===== config.mk =====
export PLATFORM = sky130hd
export DESIGN_NAME = ejm_regs_top
export DESIGN_NICKNAME = d
export VERILOG_FILES = /design/src/ejm_pkg.sv /design/src/ejm_err_chan.sv /design/src/ejm_regs_top.sv /design/src/ejm_sec_timer.sv
export VERILOG_INCLUDE_DIRS = /design/src
export SDC_FILE = /design/constraint.sdc
export NUM_CORES = 1
export LEC_CHECK = 0
export BUFFER_PORTS_ARGS = -buffer_cell sky130_fd_sc_hd__buf_2
export CAP_MARGIN = 5
export CORE_MARGIN = 5
export CORE_UTILIZATION = 60
export CTS_CLUSTER_SIZE = 16
export DETAILED_ROUTE_END_ITERATION = 12
export PLACE_DENSITY = 0.78
export SETUP_SLACK_MARGIN = 0.1
export SLEW_MARGIN = 40
export SYNTH_ARGS = -nofsm -noshare
export SYNTH_HDL_FRONTEND = slang
export SYNTH_SLANG_ARGS = --single-unit

===== constraint.sdc =====
create_clock -name REF_CLK_IN -period 4.8 [get_ports REF_CLK_IN]
set_input_delay 0.72 -clock REF_CLK_IN [delete_from_list [all_inputs] [get_ports REF_CLK_IN]]
set_output_delay 0.72 -clock REF_CLK_IN [all_outputs]
set_load 0.01 [all_outputs]

===== src/ejm_regs.svh =====
// Register indices, field positions, reset values and timing counts
`ifndef EJM_REGS_SVH
`define EJM_REGS_SVH

// ----------------------------------------------------------------
// Register indices (byte address is four times the index)
// ----------------------------------------------------------------
`define EJM_IDX_CH1_LO    11'h023
`define EJM_IDX_CH1_HI    11'h024
`define EJM_CH_STRIDE     11'h040
`define EJM_CH_LAST       11'h1E4
`define EJM_IDX_CH0_LO    11'h7E3
`define EJM_IDX_CH0_HI    11'h7E4
`define EJM_IDX_JM_CFG    11'h7E5
`define EJM_IDX_POS_LO    11'h7E6
`define EJM_IDX_POS_HI    11'h7E7
`define EJM_IDX_NEG_LO    11'h7E8
`define EJM_IDX_NEG_HI    11'h7E9
`define EJM_IDX_CNT_CTRL  11'h7F0
`define EJM_IDX_INT_STAT  11'h7F1
`define EJM_IDX_INT_MASK  11'h7F2

// ----------------------------------------------------------------
// Field positions
// ----------------------------------------------------------------
`define EJM_BIT_BAND      0
`define EJM_BIT_PERIOD    1
`define EJM_BIT_CLOSE     2
`define EJM_BIT_CNT_REQ   0
`define EJM_BIT_CNT_SEL   1

// ----------------------------------------------------------------
// Reset values and bus answers
// ----------------------------------------------------------------
`define EJM_RST_BYTE      8'h00
`define EJM_RST_CNT       16'h0000
`define EJM_CNT_MAX       16'hFFFF
`define EJM_RESP_OKAY     2'h0
`define EJM_RESP_SLVERR   2'h2

// ----------------------------------------------------------------
// Timing
// ----------------------------------------------------------------
`define EJM_CLK_NS        8
`define EJM_PERIOD_NS     1000000000
`define EJM_PERIOD_CYC    (`EJM_PERIOD_NS / `EJM_CLK_NS)

`endif


===== src/ejm_pkg.sv =====
// State types of the error count and jitter register block
package ejm_pkg;

    typedef struct packed {
        logic [15:0] live;
        logic [15:0] held;
        logic        ovf;
    } ejm_chan_t;

    typedef struct packed {
        logic [31:0] cnt;
        logic        tick;
    } ejm_tmr_t;

    typedef struct packed {
        logic        aw_have;
        logic [10:0] aw_idx;
        logic        w_have;
        logic [7:0]  w_data;
        logic        w_lane0;
        logic        awready;
        logic        wready;
        logic        bvalid;
        logic [1:0]  bresp;
        logic        arready;
        logic        rvalid;
        logic [1:0]  rresp;
        logic [7:0]  rdata;
        logic        band;
        logic        period;
        logic        close;
        logic        close_d;
        logic        cnt_sel;
        logic        cnt_upd;
        logic        win_end;
        logic [11:0] pos_peak;
        logic [11:0] neg_peak;
        logic [8:0]  ovf_stat;
        logic [8:0]  ovf_mask;
        logic        irq;
    } ejm_top_t;

endpackage


===== src/ejm_err_chan.sv =====
// One channel's live error counter and its read-back copy
`timescale 1ns/100ps
module ejm_err_chan
    import ejm_pkg::*;
(
    input  wire logic        clk_in,
    input  wire logic        rst_in,
    input  wire logic        err_in,
    input  wire logic        update_in,
    output logic [15:0]      held_out,
    output logic             ovf_out
);
`include "ejm_regs.svh"

    ejm_chan_t s;
    ejm_chan_t n;

    always_comb begin
        n     = s;
        n.ovf = 1'b0;
        if (update_in) begin
            n.held = s.live;
            n.live = err_in ? 16'h0001 : `EJM_RST_CNT;
        end else if (err_in) begin
            // Saturate so software still sees a full count after a wrap would occur
            if (s.live == `EJM_CNT_MAX) begin
                n.ovf = 1'b1;
            end else begin
                n.live = s.live + 16'h0001;
            end
        end
    end

    always_ff @(posedge clk_in) begin
        if (rst_in) begin
            s <= '0;
        end else begin
            s <= n;
        end
    end

    assign held_out = s.held;
    assign ovf_out  = s.ovf;
endmodule


===== src/ejm_regs_top.sv =====
// Error counter and channel 0 jitter measurement register bank, AXI4-Lite slave
`timescale 1ns/100ps
`include "ejm_regs.svh"
module ejm_regs_top
    import ejm_pkg::*;
#(
    parameter int unsigned NUM_CH     = 9,
    parameter int unsigned ADDR_W     = 13,
    parameter int unsigned PERIOD_CYC = `EJM_PERIOD_CYC
) (
    input  wire logic              REF_CLK_IN,
    input  wire logic              RESET_IN,
    input  wire logic [ADDR_W-1:0] AXI_AWADDR_IN,
    input  wire logic              AXI_AWVALID_IN,
    output logic                   AXI_AWREADY_OUT,
    input  wire logic [31:0]       AXI_WDATA_IN,
    input  wire logic [3:0]        AXI_WSTRB_IN,
    input  wire logic              AXI_WVALID_IN,
    output logic                   AXI_WREADY_OUT,
    output logic [1:0]             AXI_BRESP_OUT,
    output logic                   AXI_BVALID_OUT,
    input  wire logic              AXI_BREADY_IN,
    input  wire logic [ADDR_W-1:0] AXI_ARADDR_IN,
    input  wire logic              AXI_ARVALID_IN,
    output logic                   AXI_ARREADY_OUT,
    output logic [31:0]            AXI_RDATA_OUT,
    output logic [1:0]             AXI_RRESP_OUT,
    output logic                   AXI_RVALID_OUT,
    input  wire logic              AXI_RREADY_IN,
    input  wire logic [NUM_CH-1:0] ERR_EVENT_IN,
    input  wire logic              COUNT_ROUND_IN,
    input  wire logic [11:0]       PEAK_POS_IN,
    input  wire logic [11:0]       PEAK_NEG_IN,
    output logic                   JITTER_BAND_OUT,
    output logic                   JITTER_WINDOW_END_OUT,
    output logic                   IRQ_OUT
);

    // ----------------------------------------------------------------
    // Parameter checks
    // ----------------------------------------------------------------
    // The decode is built for exactly this map, so other channel counts and address widths below 13 are refused outright
    if (NUM_CH != 9) begin : g_bad_ch
        $error("NUM_CH must be 9: channel 0 plus eight line channels");
    end
    if (ADDR_W < 13) begin : g_bad_addr
        $error("ADDR_W must be at least 13 to reach index 0x7F2");
    end

    // ----------------------------------------------------------------
    // Per-channel error counters
    // ----------------------------------------------------------------
    ejm_top_t    s;
    ejm_top_t    n;
    logic [15:0] held_w [NUM_CH];
    logic [8:0]  ovf_w;
    logic        tick_w;

    genvar gi;
    generate
        for (gi = 0; gi < NUM_CH; gi++) begin : g_chan
            ejm_err_chan u_chan (
                .clk_in    (REF_CLK_IN),
                .rst_in    (RESET_IN),
                .err_in    (ERR_EVENT_IN[gi]),
                .update_in (s.cnt_upd),
                .held_out  (held_w[gi]),
                .ovf_out   (ovf_w[gi])
            );
        end
    endgenerate

    ejm_sec_timer #(
        .PERIOD_CYC (PERIOD_CYC)
    ) u_timer (
        .clk_in   (REF_CLK_IN),
        .rst_in   (RESET_IN),
        .run_in   (s.period),
        .tick_out (tick_w)
    );

    // ----------------------------------------------------------------
    // Next-state logic
    // ----------------------------------------------------------------
    logic        aw_fire;
    logic        w_fire;
    logic        ar_fire;
    logic        wr_go;
    logic [10:0] ar_idx;
    logic [10:0] ch_off;
    logic [3:0]  ch_sel;
    logic        ch_lo;
    logic        ch_hit;
    logic        win_end;

    assign aw_fire = AXI_AWVALID_IN & s.awready;
    assign w_fire  = AXI_WVALID_IN & s.wready;
    assign ar_fire = AXI_ARVALID_IN & s.arready;
    assign wr_go   = s.aw_have & s.w_have & ~s.bvalid;
    assign ar_idx  = AXI_ARADDR_IN[12:2];

    // Window end: hand-closed only in manual mode, timer-closed only in automatic mode
    assign win_end = s.period ? tick_w
                              : (s.close & ~s.close_d);

    always_comb begin
        ch_off = 11'h000;
        ch_sel = 4'h0;
        ch_lo  = 1'b0;
        ch_hit = 1'b0;
        // Line channels repeat every 0x40 from 0x023
        if ((ar_idx >= `EJM_IDX_CH1_LO) && (ar_idx <= `EJM_CH_LAST)) begin
            ch_off = ar_idx - `EJM_IDX_CH1_LO;
            if ((ch_off[5:0] == 6'h00) || (ch_off[5:0] == 6'h01)) begin
                ch_hit = 1'b1;
                ch_lo  = (ch_off[5:0] == 6'h00);
                ch_sel = {1'b0, ch_off[8:6]} + 4'h1;
            end
        end else if ((ar_idx == `EJM_IDX_CH0_LO) || (ar_idx == `EJM_IDX_CH0_HI)) begin
            ch_hit = 1'b1;
            ch_lo  = (ar_idx == `EJM_IDX_CH0_LO);
            ch_sel = 4'h0;
        end
    end

    always_comb begin
        n         = s;
        n.close_d = s.close;
        n.cnt_upd = s.cnt_sel ? 1'b0 : COUNT_ROUND_IN;
        n.win_end = win_end;

        // Write channel: address and data taken in either order
        if (aw_fire) begin
            n.aw_have = 1'b1;
            n.aw_idx  = AXI_AWADDR_IN[12:2];
        end
        if (w_fire) begin
            n.w_have  = 1'b1;
            n.w_data  = AXI_WDATA_IN[7:0];
            n.w_lane0 = AXI_WSTRB_IN[0];
        end
        if (s.bvalid && AXI_BREADY_IN) begin
            n.bvalid = 1'b0;
        end

        n.ovf_stat = s.ovf_stat;
        if (wr_go) begin
            n.aw_have = 1'b0;
            n.w_have  = 1'b0;
            n.bvalid  = 1'b1;
            n.bresp   = `EJM_RESP_OKAY;
            if (s.aw_idx == `EJM_IDX_JM_CFG) begin
                if (s.w_lane0) begin
                    n.band   = s.w_data[`EJM_BIT_BAND];
                    n.period = s.w_data[`EJM_BIT_PERIOD];
                    n.close  = s.w_data[`EJM_BIT_CLOSE];
                end
            end else if (s.aw_idx == `EJM_IDX_CNT_CTRL) begin
                if (s.w_lane0) begin
                    n.cnt_sel = s.w_data[`EJM_BIT_CNT_SEL];
                    if (s.w_data[`EJM_BIT_CNT_REQ] && s.w_data[`EJM_BIT_CNT_SEL]) begin
                        n.cnt_upd = 1'b1;
                    end
                end
            end else if (s.aw_idx == `EJM_IDX_INT_STAT) begin
                if (s.w_lane0) begin
                    n.ovf_stat = s.ovf_stat & ~{1'b0, s.w_data};
                end
            end else if (s.aw_idx == `EJM_IDX_INT_MASK) begin
                // One byte holds nine enables: bit 7 also enables channel 8
                if (s.w_lane0) begin
                    n.ovf_mask = {s.w_data[7], s.w_data};
                end
            end else if ((s.aw_idx >= `EJM_IDX_CH1_LO && s.aw_idx <= `EJM_CH_LAST)
                         || s.aw_idx == `EJM_IDX_CH0_LO || s.aw_idx == `EJM_IDX_CH0_HI
                         || (s.aw_idx >= `EJM_IDX_POS_LO && s.aw_idx <= `EJM_IDX_NEG_HI))
            begin
                // Read-only bytes ignore writes
                n.bresp = `EJM_RESP_OKAY;
            end else begin
                n.bresp = `EJM_RESP_SLVERR;
            end
        end
        // Set wins over a clear in the same cycle
        n.ovf_stat = n.ovf_stat | ovf_w;
        n.awready  = ~n.aw_have;
        n.wready   = ~n.w_have;

        // Read channel: one read at a time, data registered
        if (s.rvalid && AXI_RREADY_IN) begin
            n.rvalid = 1'b0;
        end
        if (ar_fire) begin
            n.rvalid = 1'b1;
            n.rresp  = `EJM_RESP_OKAY;
            n.rdata  = `EJM_RST_BYTE;
            if (ch_hit) begin
                n.rdata = ch_lo ? held_w[ch_sel][7:0] : held_w[ch_sel][15:8];
            end else if (ar_idx == `EJM_IDX_JM_CFG) begin
                n.rdata = {5'h00, s.close, s.period, s.band};
            end else if (ar_idx == `EJM_IDX_POS_LO) begin
                n.rdata = s.pos_peak[7:0];
            end else if (ar_idx == `EJM_IDX_POS_HI) begin
                n.rdata = {4'h0, s.pos_peak[11:8]};
            end else if (ar_idx == `EJM_IDX_NEG_LO) begin
                n.rdata = s.neg_peak[7:0];
            end else if (ar_idx == `EJM_IDX_NEG_HI) begin
                n.rdata = {4'h0, s.neg_peak[11:8]};
            end else if (ar_idx == `EJM_IDX_CNT_CTRL) begin
                n.rdata = {6'h00, s.cnt_sel, 1'b0};
            end else if (ar_idx == `EJM_IDX_INT_STAT) begin
                n.rdata = s.ovf_stat[7:0] | {s.ovf_stat[8], 7'h00};
            end else if (ar_idx == `EJM_IDX_INT_MASK) begin
                n.rdata = s.ovf_mask[7:0];
            end else begin
                n.rresp = `EJM_RESP_SLVERR;
            end
        end
        n.arready = ~n.rvalid;

        // Peak results: value is UIpp times sixteen, held as delivered
        if (win_end) begin
            n.pos_peak = PEAK_POS_IN;
            n.neg_peak = PEAK_NEG_IN;
        end

        n.irq = |(n.ovf_stat & n.ovf_mask);
    end

    // ----------------------------------------------------------------
    // State register
    // ----------------------------------------------------------------
    always_ff @(posedge REF_CLK_IN) begin
        if (RESET_IN) begin
            s <= '0;
        end else begin
            s <= n;
        end
    end

    assign AXI_AWREADY_OUT       = s.awready;
    assign AXI_WREADY_OUT        = s.wready;
    assign AXI_BVALID_OUT        = s.bvalid;
    assign AXI_BRESP_OUT         = s.bresp;
    assign AXI_ARREADY_OUT       = s.arready;
    assign AXI_RVALID_OUT        = s.rvalid;
    assign AXI_RRESP_OUT         = s.rresp;
    assign AXI_RDATA_OUT         = {24'h000000, s.rdata};
    assign JITTER_BAND_OUT       = s.band;
    assign JITTER_WINDOW_END_OUT = s.win_end;
    assign IRQ_OUT               = s.irq;
endmodule


===== src/ejm_sec_timer.sv =====
// One-second period timer for the automatic jitter window
`timescale 1ns/100ps
module ejm_sec_timer
    import ejm_pkg::*;
#(
    parameter int unsigned PERIOD_CYC = 125000000
) (
    input  wire logic        clk_in,
    input  wire logic        rst_in,
    input  wire logic        run_in,
    output logic             tick_out
);

    // A period shorter than two cycles would leave the tick stuck high
    if (PERIOD_CYC < 2) begin : g_bad_period
        $error("PERIOD_CYC must be at least 2");
    end

    ejm_tmr_t s;
    ejm_tmr_t n;

    always_comb begin
        n      = s;
        n.tick = 1'b0;
        // Restart from zero whenever manual mode is chosen
        if (!run_in) begin
            n.cnt = 32'h0000_0000;
        end else if (s.cnt == 32'(PERIOD_CYC - 1)) begin
            n.cnt  = 32'h0000_0000;
            n.tick = 1'b1;
        end else begin
            n.cnt = s.cnt + 32'h0000_0001;
        end
    end

    always_ff @(posedge clk_in) begin
        if (rst_in) begin
            s <= '0;
        end else begin
            s <= n;
        end
    end

    assign tick_out = s.tick;

endmodule

**Word-level counts from Yosys, hierarchy flattened**

Cells that the tools add are included.

- Add/sub/neg operators: 12
- $lt $le $gt $ge: 7
- Equality and inequality tests: 36
- Multiplexer cells: 104
- Bitwise gates (word level): 28
- Reductions and logical operators: 45

Operators with widths:

| operator | count |
|---|---|
| $mux W16 | 29 |
| $eq A11 B11 Y1 const B | 16 |
| $add A16 B1 Y16 const B | 9 |
| $eq A16 B16 Y1 const B | 9 |
| $mux W8 | 10 |
| $bmux W16 S4 | 1 |
| $mux W18 | 3 |
| $mux W9 | 5 |
| $mux W1 | 36 |
| $add A32 B1 Y32 const B | 1 |
| $eq A32 B27 Y1 const B | 1 |
| $reduce_or A3 Y1 | 10 |
| $mux W2 | 14 |
| $ge A11 B6 Y1 const B | 2 |
| $le A11 B9 Y1 const B | 2 |
| $reduce_bool A2 Y1 | 10 |
| $and A9 B9 Y9 | 2 |
| $ne A2 B2 Y1 const B | 9 |
| $reduce_and A2 Y1 | 9 |
| $not A1 Y1 | 16 |
| $mux W12 | 1 |
| $ge A11 B11 Y1 const B | 1 |
| $le A11 B11 Y1 const B | 1 |
| $mux W11 | 1 |
| other kinds (19) | 34 |

- Flip-flop bits (word level): 419
- Input bits: 103
- Output and inout bits: 44
- Logic and storage cells: 286

**Logic depth before layout (Yosys ltp)**

Gate-level depths: netlist (run 1).

- Depth after elaboration: 13
- Depth in mapped cells: 14
- Gate-level depth less buffers: 12

**By module**

Synthesis (run 1) repeated with hierarchy kept, for this count alone.

- Cell total of the unflattened synthesis: 2513
- Area, all modules: 21551.9 sq um

By module, submodules not included:

| module | instances | cells an instance | area an instance (sq um) | sequential area each (sq um) |
|---|---|---|---|---|
| ejm_err_chan | 9 | 173 | 1584.0 | 660.6 |
| ejm_regs_top | 1 | 775 | 5680.4 | 1741.7 |
| ejm_sec_timer | 1 | 181 | 1615.3 | 660.6 |

**Worst setup path before layout (run 1)**

Ideal clock, no wire load.

- Kind: input to register
- From: input AXI_ARADDR_IN[3]
- To: register s, in the netlist AXI_RDATA_OUT[4]
- Data arrival time: 3.425 ns
- Data required time: 4.663 ns
- Slack: 1.238 ns
- Stages: 14
- Cells stage by stage: buf_4 > a2111o_1 > nand2_1 > xnor2_1 > inv_1 > ha_1 > inv_1 > a2111oi_4 > buf_6 > buf_8 > mux2i_1 > nand2_1 > a32oi_1 > a311oi_1

- Word-level cells in the longest chain between the ends: 11
- Elaborated cells between the ends (all ways): 41
- Those cells by class: add/sub (2); order compare (2); eq/ne (11); mux (21); bitwise (1); reduce/logical (4)

Ends and longest elaborated chain:

| element | line | RTL |
|---|---|---|
| start, declared | ejm_regs_top.sv:23 | `input wire logic [ADDR_W-1:0] AXI_ARADDR_IN,` |
| branches (longest 10 deep; another with $sub A9 B6 Y9) | - |  |
| $mux W8 * | ejm_regs_top.sv:197 | `if (ch_hit) begin` |
| end signal, assigned | ejm_regs_top.sv:237 | `s <= n;` |
| end, declared | ejm_regs_top.sv:53 | `ejm_top_t s;` |

Every way passes the cells marked *. The select of a mux whose other input is x is not followed.
A chain may end at the register's enable or synchronous reset.

**Worst setup path in the final report (run 1)**

- From: input AXI_ARADDR_IN[3]
- To: register s, in the netlist AXI_RDATA_OUT[7]

Same word-level chain as after synthesis.

==> impl_metrics.tcl, run 1 <==
set metrics [dict create \
    tightest_slew_ns 0.805 \
    synthAdderAreaFrac 0.00729 \
    htreeDepth 2 \
    power_frac_seq 0.492 \
    synth-simple-area-share 0.237 \
    gp_congestion 0.977 \
    ys_seq_area_frac 0.442 \
    routedWlPerCell_um 17.3 \
    dieHeight_um 187 \
    dr_wl_met3_um 2740 \
    sw_frac_of_total 0.227 \
    hp-class "input pin to flip-flop" \
    grt.total_usage 0.255 \
    final_cells 2672 \
    pre_cts_ws_ns 0.537 \
    min_path_cells 3 \
    clock_power_share 0.459 \
    report.final.slew_viol_count 0 \
    critPathMaxFanout 20 \
    dp_hpwl_um 33100 \
    max_freq_mhz 257 \
    drt-met1-wl_um 19700 \
    core_area_sq_mm 0.0313 \
    setup_slack_ns 0.911 \
    finalNetCount 2347 \
    wl_um 46200 \
    placed_area_sq_mm 0.0194 \
    die_x_um 187 \
    r2r_cells 7 \
    dieArea_sq_mm 0.0351 \
    cts_hold_buffers 0 \
    clk_latency_ns 0.55 \
    cp-start-kind "input pin" \
    drive_above_1_share 0.0944 \
    synth_mux_area_frac 0.101 \
    synth_flop_cell "dfxtp_1" \
    rows 65 \
    synth-edff-count 0 \
    grt_pass1_wl_um 75500 \
    synth_compound_area_frac 0.0977 \
    yosysWarnings 0 \
    cts.sink_count 417 \
    end_kind "flip-flop" \
    route.detailed.drc 0 \
    status "finished, final reports clean" \
    rsz0062_at_grt "false" \
    comb_power_share 0.049 \
    ios 147 \
    vias_per_cell 5.80 \
    critical_path_class "input pin to flip-flop" \
    relSlewSlack 0.463 \
    final_area_sq_mm 0.0208 \
    drt_iter0_markers 1221 \
    synthCells 2196 \
    cts_tree "built" \
    ys_ff_latch 417 \
    grt_max_degree 83 \
    placed_cells 2589 \
    internal_power_mw 5.55 \
    syn-mean-instance-area_sq_um 8.60 \
    holdWs_ns 0.403 \
    syn_area_sq_mm 0.0189 \
    required_ns 5.26 \
    powerDensity_mw_per_mm2 346 \
    grt_remaining_overflow 0 \
    cts.clk_slew.worst_paths_ns 0.06 \
    dr.pass1.iters 6 \
    async_flop_share 0 \
    first_global_vias 15093 \
    ir_drop_v 0.000265 \
    io_buffers 89 \
    clock-skew-final_ns 0.0200 \
    cp_data_arrival_time_ns 4.35 \
    finalCritPeriodShare 0.810 \
    vias 15497 \
    setup_violations 0 \
    fin_setup_tns_ns 0 \
    cts_buffers 44 \
    clockBufferDepth 3 \
    antenna_found_initial 5 \
    post_cts_buffers 0 \
    max_cap_violations 0 \
    fill_cells 2489 \
    power_switching_mw 1.64 \
    clockRootBuffer "clkbuf_16" \
    synth_top_family_by_area "simple AND/OR/NAND/NOR gates" \
    total_leakage_power_nw 7.44 \
    drtAntennaViolNets 0 \
    initial_core_util 0.603 \
    ctsResizeCount 0 \
    synth.distinct_cells 88 \
    finalHoldViolCount 0 \
    post_synth_xor_area_fraction 0.0696 \
    syn_to_final_growth_pct 10.2 \
    routed.top_layer "met5" \
    wl_met2_um 22200 \
    finalCriticalPeriod_ns 3.89 \
]
==> state kept, by name (all words and copies together) (netlist names) <==
name,count
AXI_RRESP_OUT,1
JITTER_BAND_OUT,1
AXI_BVALID_OUT,1
AXI_BRESP_OUT,1
IRQ_OUT,1
n,1
AXI_RVALID_OUT,1
g_chan.u_chan.ovf_out,9
AXI_AWREADY_OUT,1
g_chan.u_chan.s,144
s,68
AXI_ARREADY_OUT,1
AXI_WREADY_OUT,1
u_timer.s,32
u_timer.tick_out,1
g_chan.u_chan.held_out,144
AXI_RDATA_OUT,8
JITTER_WINDOW_END_OUT,1
==> power by group through the flow <==
stage,combinational [mW],sequential [mW],clock [mW]
after floorplan,0.277,3.59,0
after global placement,0.331,3.61,0
after detailed placement,0.343,3.61,0
after CTS,0.345,3.54,3.34
after global routing,0.380,3.54,3.50
final,0.349,3.54,3.30
==> worst max-delay path, cell delays in order <==
cell	delay, ns
buf_2	0.33
a2111o_1	0.35
nand2_1	0.10
xnor2_1	0.50
inv_1	0.10
ha_1	0.45
nand4_1	0.58
a21oi_1	0.37
a2111oi_0	0.10
or3b_1	0.46
a311oi_1	0.27
==> cell type report <==
| class | count | area [sq um] | share of cell area |
|---|---|---|---|
| inverter | 34 | 128 | 0.00613 |
| antenna | 3 | 7.51 | 0.000361 |
| multi-input combinational | 1628 | 9780 | 0.470 |
| clock buffer | 68 | 1270 | 0.0611 |
| timing repair buffer | 108 | 618 | 0.0297 |
| sequential | 417 | 8350 | 0.401 |
| clock inverter | 12 | 144 | 0.00692 |
| tap | 402 | 503 | 0.0242 |
==> Yosys cell counts, types with 6 or more instances <==
master,n,area (sq um)
a21oi_1,125,626
and4_1,18,158
nand2_1,252,946
or3_1,15,93.8
xor2_1,84,736
nand3_1,63,315
ha_1,11,138
buf_1,16,60.1
o21ai_0,36,180
inv_1,34,128
nand2b_1,13,81.3
and2_1,17,106
xnor2_1,66,578
a22oi_1,10,75.1
a221oi_1,6,52.6
nand4_1,48,300
nor4_1,17,106
a2111oi_0,6,52.6
a311oi_1,9,78.8
a211oi_1,22,165
nor2b_1,12,75.1
a31oi_1,8,50.1
nor3_1,28,140
buf_2,15,75.1
and3_1,23,144
mux2i_1,187,1870
clkbuf_1,69,259
buf_4,38,285
or2_2,9,56.3
nor2_1,410,1540
dfxtp_1,417,8350
nand3b_1,14,105
==> placed cells by master (no fill, tap or decap), types with 48 or more instances in the layout <==
cell / synthesis / layout
a21oi_1: 125 / 125
buf_2: 15 / 88
dfxtp_1: 417 / 416
mux2i_1: 187 / 187
nand2_1: 252 / 252
nand3_1: 63 / 63
nand4_1: 48 / 48
nor2_1: 410 / 409
xnor2_1: 66 / 66
xor2_1: 84 / 84
==> worst paths after layout <==
kind / start / end / slack, ns
worst max register to register: s[84] / IRQ_OUT / 2.03
worst max-delay path: AXI_ARADDR_IN[3] / AXI_RDATA_OUT[7] / 0.91
worst min-delay path: AXI_AWADDR_IN[8] / s[83] / 0.40
worst min register to register: s[21] / s[21] / 0.45
==> per-stage QoR <==
| step | utilization | total power, mW |
|---|---|---|
| after global placement | 0.617 | 3.94 |
| after detailed placement | 0.619 | 3.96 |
| final | 0.665 | 7.19 |
| after floorplan | - | 3.87 |
| after CTS | 0.664 | 7.22 |
| after global routing | 0.664 | 7.43 |
==> routing by layer <==
metal,vias to the layer above,GRT usage
met2,476,0.442
met4,4,0.0833
met3,104,0.0375
met1,7347,0.329
met5,-,0
li1,7566,-
==> logic make-up (layout without fill, tap and decap cells) <==
logic type | after synthesis | count (layout)
xor gates and xnor gates | 150 | 150
DFF | 417 | 417
AOI/OAI and AO/OA | 281 | 281
buffers and inverters | 176 | 222
other | 1 | 29
muxes | 190 | 190
and+or+nand+nor | 970 | 970
adders and majority gates | 11 | 11
Note: power is estimated with default switching activity, not from simulation.
==> inputs of run 2 (changes only) <==
Settings changed: CORE_UTILIZATION 60 to 54, PLACE_DENSITY 0.78 to 0.74.
Clock period 4.8 ns to 3.36 ns, I/O delays scaled along.
==> run 2 against run 1 <==
Against the previous run: non-clock buffer count grew 18; total power up 43%; clock power is 44% higher; die area rose by 11%; via count is 0.50% higher.
==> impl_metrics.tcl, run 2 (synthesis results as in run 1) <==
set metrics [dict create \
    relSlewSlack 0.446 \
    holdWs_ns 0.179 \
    required_ns 3.77 \
    finalCritPeriodShare 0.832 \
    ir_drop_v 0.000375 \
    cp-start-kind "input pin" \
    dp_hpwl_um 34600 \
    total_leakage_power_nw 7.53 \
    status "finished, final reports clean" \
    dr.pass1.iters 5 \
    vias 15574 \
    clockRootBuffer "clkbuf_16" \
    setup_slack_ns 0.564 \
    cts_tree "built" \
    wl_um 48100 \
    clock-skew-final_ns 0.0187 \
    power_switching_mw 2.40 \
    p_total_mw 10.3 \
    end_kind "flip-flop" \
    report.final.slew_viol_count 0 \
    clock_power_share 0.459 \
    routedWlPerCell_um 17.5 \
    drt_iter0_markers 1134 \
    finalHoldViolCount 0 \
    core_area_sq_mm 0.0345 \
    die_x_um 197 \
    initial_core_util 0.546 \
    io_buffers 89 \
    clk_latency_ns 0.56 \
    grt.total_usage 0.240 \
    rows 68 \
    drive_above_1_share 0.104 \
    rsz0062_at_grt "false" \
    max_cap_violations 0 \
    r2r_end "IRQ_OUT" \
    reg2reg_from "s[85]" \
    grt_pass1_wl_um 76600 \
    hold_path_startpoint "AXI_AWADDR_IN[4]" \
    grt_remaining_overflow 0 \
    fin_util 0.609 \
    htreeDepth 2 \
    r2r_cells 8 \
    max_freq_mhz 358 \
    vias_per_cell 5.68 \
    post_cts_buffers 0 \
    cp_data_arrival_time_ns 3.20 \
    cts.clk_slew.worst_paths_ns 0.06 \
    cts.sink_count 417 \
    cts_buffers 43 \
    power_frac_seq 0.490 \
    finalNetCount 2364 \
    layout_common_cells "dfxtp_1 (416), nor2_1 (410), nand2_1 (252)" \
    dieArea_sq_mm 0.0388 \
    fin_setup_tns_ns 0 \
    sw_frac_of_total 0.232 \
    hp-class "input pin to flip-flop" \
    tightest_slew_ns 0.831 \
    comb_power_share 0.051 \
    ios 147 \
    dieHeight_um 197 \
    syn_to_final_growth_pct 11.4 \
    setup_violations 0 \
    first_global_vias 14759 \
    cts_hold_buffers 0 \
    grt_max_degree 141 \
    ctsResizeCount 0 \
    critPathMaxFanout 19 \
    hold_end "s[79]" \
    clockBufferDepth 3 \
    powerDensity_mw_per_mm2 490 \
    critical_path_class "input pin to flip-flop" \
    r2r_setup_slack_ns 0.77 \
    drtAntennaViolNets 0 \
    antenna_found_initial 1 \
    route.detailed.drc 0 \
    pre_cts_ws_ns 0.0572 \
    internal_power_mw 7.92 \
    finalCriticalPeriod_ns 2.80 \
    layout_commonest_cell "dfxtp_1" \
    min_path_cells 3 \
    gp_congestion 0.941 \
]
## run 2: metal layers
layer	wire, um	vias to the layer above	GRT usage
li1	-	7610	-
met2	22400	449	0.390
met5	0	-	0
met3	2380	112	0.0279
met4	2010	0	0.104
met1	21300	7403	0.324
## run 2: critical path: stages
cell	delay (ns)
buf_2	0.10
a2111o_1	0.51
nand2_1	0.15
xnor2_2	0.12
inv_1	0.09
ha_4	0.31
inv_1	0.08
a2111oi_4	0.25
buf_12	0.20
buf_12	0.16
mux2i_1	0.25
nand2_1	0.09
a32oi_1	0.25
a311oi_1	0.12
## run 2: power groups by stage
stage / clock (mW) / sequential [mW] / combinational, mW
finish: 4.74 / 5.05 / 0.527
global route: 5.02 / 5.05 / 0.573
CTS: 4.81 / 5.05 / 0.522
detailed placement: 0 / 5.16 / 0.520
global placement: 0 / 5.16 / 0.509
floorplan: 0 / 5.13 / 0.402
## run 2: cell type report
cell class              instances  area (sq um)
repair buffers                126           792
clock inverters                21           203
flip-flops and latches        417          8350
well taps                     455           569
clock buffers                  58          1190
inverters                      34           128
diodes                          1          2.50
multi-input cells            1628          9800
fillers                      3052         13500
## run 2: how the worst max path moves through the flow
stage,start,endpoint,cells after the start
2_1_floorplan,AXI_ARADDR_IN[3],AXI_RDATA_OUT[4],14
3_3_place_gp,AXI_ARADDR_IN[3],AXI_RDATA_OUT[1],14
3_5_place_dp,AXI_ARADDR_IN[3],AXI_RDATA_OUT[1],14
4_1_cts,AXI_ARADDR_IN[3],AXI_RDATA_OUT[1],14
5_1_grt,AXI_ARADDR_IN[3],AXI_RDATA_OUT[1],13
6_report,AXI_ARADDR_IN[3],AXI_RDATA_OUT[6],14
## run 2: stage by stage
step / area (sq um) / instances
2_1_floorplan: 19000 / 2221
3_3_place_gp: 19600 / 2660
3_5_place_dp: 19600 / 2660
4_1_cts: 21000 / 2739
5_1_grt: 21000 / 2740
6_report: 21000 / 2740
==> inputs of run 3 (changes only) <==
Settings changed: CORE_UTILIZATION 54 to 60, PLACE_DENSITY 0.74 to 0.78.
Clock period 3.36 ns to 2.58 ns, I/O delays scaled along.
==> run 3 against run 2 <==
Against the previous run: via count is 2.4% higher; first-iteration DRC count up 7.5%; sequential cell count is the same; clock-buffer cell count up 7; clock power grew 39%; worst setup slack worse by 0.53 ns; final cell count grew 0.44%; sequential power rose by 30%; die area is 9.5% lower; non-clock buffer count rose by 69; design area up 3.8%; clock skew down 0.0049 ns; critical path type unchanged.
==> impl_metrics.tcl, run 3 (synthesis results as in run 1) <==
set metrics [dict create \
    status "finished, final reports clean" \
    tightest_slew_ns 0.694 \
    ir_drop_v 0.000745 \
    drtAntennaViolNets 0 \
    dp_hpwl_um 36200 \
    dr.pass1.iters 5 \
    initial_core_util 0.603 \
    rows 65 \
    setup_slack_ns 0.0360 \
    finalCritPeriodShare 0.986 \
    die_x_um 187 \
    relSlewSlack 0.534 \
    hp-class "input pin to flip-flop" \
    grt_remaining_overflow 0 \
    cp_data_arrival_time_ns 2.95 \
    routedWlPerCell_um 18.3 \
    finalNetCount 2434 \
    max_freq_mhz 393 \
    layout_commonest_cell "dfxtp_1" \
    drt_iter0_markers 1219 \
    route.detailed.drc 0 \
    layout_common_cells "dfxtp_1 (416), nor2_1 (410), nand2_1 (251)" \
    dieArea_sq_mm 0.0351 \
    report.final.slew_viol_count 0 \
    rsz0062_at_grt "true" \
    cts_tree "built" \
    vias_per_cell 5.79 \
    htreeDepth 2 \
    ios 147 \
    r2r_cells 8 \
    syn_to_final_growth_pct 15.7 \
    first_global_vias 15174 \
    pre_cts_ws_ns -0.734 \
    grt.total_usage 0.277 \
    clk_latency_ns 0.54 \
    drive_above_1_share 0.142 \
    clockRootBuffer "clkbuf_16" \
    gp_congestion 1.01 \
    io_buffers 89 \
    crit_end "AXI_RDATA_OUT[5]" \
    cts.sink_count 417 \
    end_kind "flip-flop" \
    total_leakage_power_nw 7.96 \
    seq_area_sq_mm 0.00835 \
    startpoint "AXI_ARADDR_IN[6]" \
    r2r_setup_slack_ns 0.31 \
    cts.clk_slew.worst_paths_ns 0.07 \
    cpMaxStageDelayCell "a2111o_1" \
    grt_pass1_wl_um 80300 \
    p_total_mw 13.9 \
    cp-start-kind "input pin" \
    cts_buffers 44 \
    fill_cells 2415 \
    max_cap_violations 0 \
    setup_violations 0 \
    powerDensity_mw_per_mm2 638 \
    clockBufferDepth 3 \
    critPathMaxFanout 8 \
    antenna_found_initial 1 \
    vias 15944 \
    multiInputGateArea_sq_mm 0.00997 \
    cp_cell_sequence "buf_2 > a2111o_1 > nand2_2 > xnor2_4 > inv_2 > ha_4 > inv_4 > a2111oi_4 > buf_4 > buf_6 > buf_8 > mux2i_1 > nand2_1 > a32oi_1 > a311oi_1" \
    grt_max_degree 99 \
    dieHeight_um 187 \
    n_antenna_cell 0 \
    clock-skew-final_ns 0.0138 \
    wl_um 50400 \
    reg2reg_from "AXI_BVALID_OUT" \
    r2r_end "IRQ_OUT" \
    finalCriticalPeriod_ns 2.54 \
    required_ns 2.99 \
    cpPeakStageDelay_ns 0.48 \
    critical_path_class "input pin to flip-flop" \
    finalHoldViolCount 0 \
    core_area_sq_mm 0.0313 \
]
run 3: changes by cell type in the layout (fill, tap and decap cells not counted), sizes merged, moves of 2 or more:
cell and delta:
buf +69, bufinv +3, clkbuf +7, clkinv -8, clkinvlp -2, inv -3
run 3: power by group:
group          leakage (nW)  internal (mW)  total [mW]  switching [mW]
Clock                 0.734           4.06        6.59            2.53
Combinational          3.86          0.307       0.771           0.464
Sequential             3.37           6.50        6.57          0.0740
run 3: worst max-delay path: cells and delay by family:
family          cells  cell delay, ns
compound gates      4            1.00
xor+xnor            1            0.13
fa+ha+maj           1            0.28
buf+inv             6            0.69
mux                 1            0.22
simple gates        2            0.23
run 3: cell type report:
class                           instances  area share
Clock buffer                           65      0.0591
Tap cell                              402      0.0230
Sequential cell                       417       0.383
Inverter                               34     0.00596
Multi-Input combinational cell       1628       0.457
Timing Repair Buffer                  195      0.0627
Clock inverter                         11      0.0100
run 3: worst min-delay path by stage:
stage | cells after the start | endpoint | slack, ns | startpoint
4_1_cts | 3 | s[81] | 0.07 | AXI_AWADDR_IN[6]
3_3_place_gp | 2 | s[34] | 0.44 | s[34]
6_report | 3 | s[70] | 0.08 | AXI_WDATA_IN[2]
3_5_place_dp | 2 | s[34] | 0.44 | s[34]
5_1_grt | 3 | s[81] | 0.07 | AXI_AWADDR_IN[6]
2_1_floorplan | 2 | s[16] | 0.42 | g_chan[6].u_chan.ovf_out
run 3: what timing repair did:
item,4_1_cts,5_1_grt
setup buffers,1,6
pin swaps,19,16
gates cloned,0,0
hold buffers,0,0
endpoints found under the setup margin,8,12
resized for setup,20,16
run 3: routing by layer:
layer	GRT usage	share of wire
met3	0.0506	0.069
met5	0	0.00026
met2	0.439	0.45
met4	0.0879	0.029
met1	0.386	0.45
run 3: per-stage QoR:
stage	cell area (sq um)	TNS (ns)	instances	hold WS (ns)	utilization
final	21800	0	2752	0.0799	0.697
after global routing	21800	-0.0225	2752	0.0686	0.697
after CTS	21700	0	2746	0.0653	0.694
after detailed placement	20100	-5.35	2669	0.442	0.642
after global placement	20100	-4.80	2669	0.439	0.642
after floorplan	19000	-3.39	2221	0.424	-
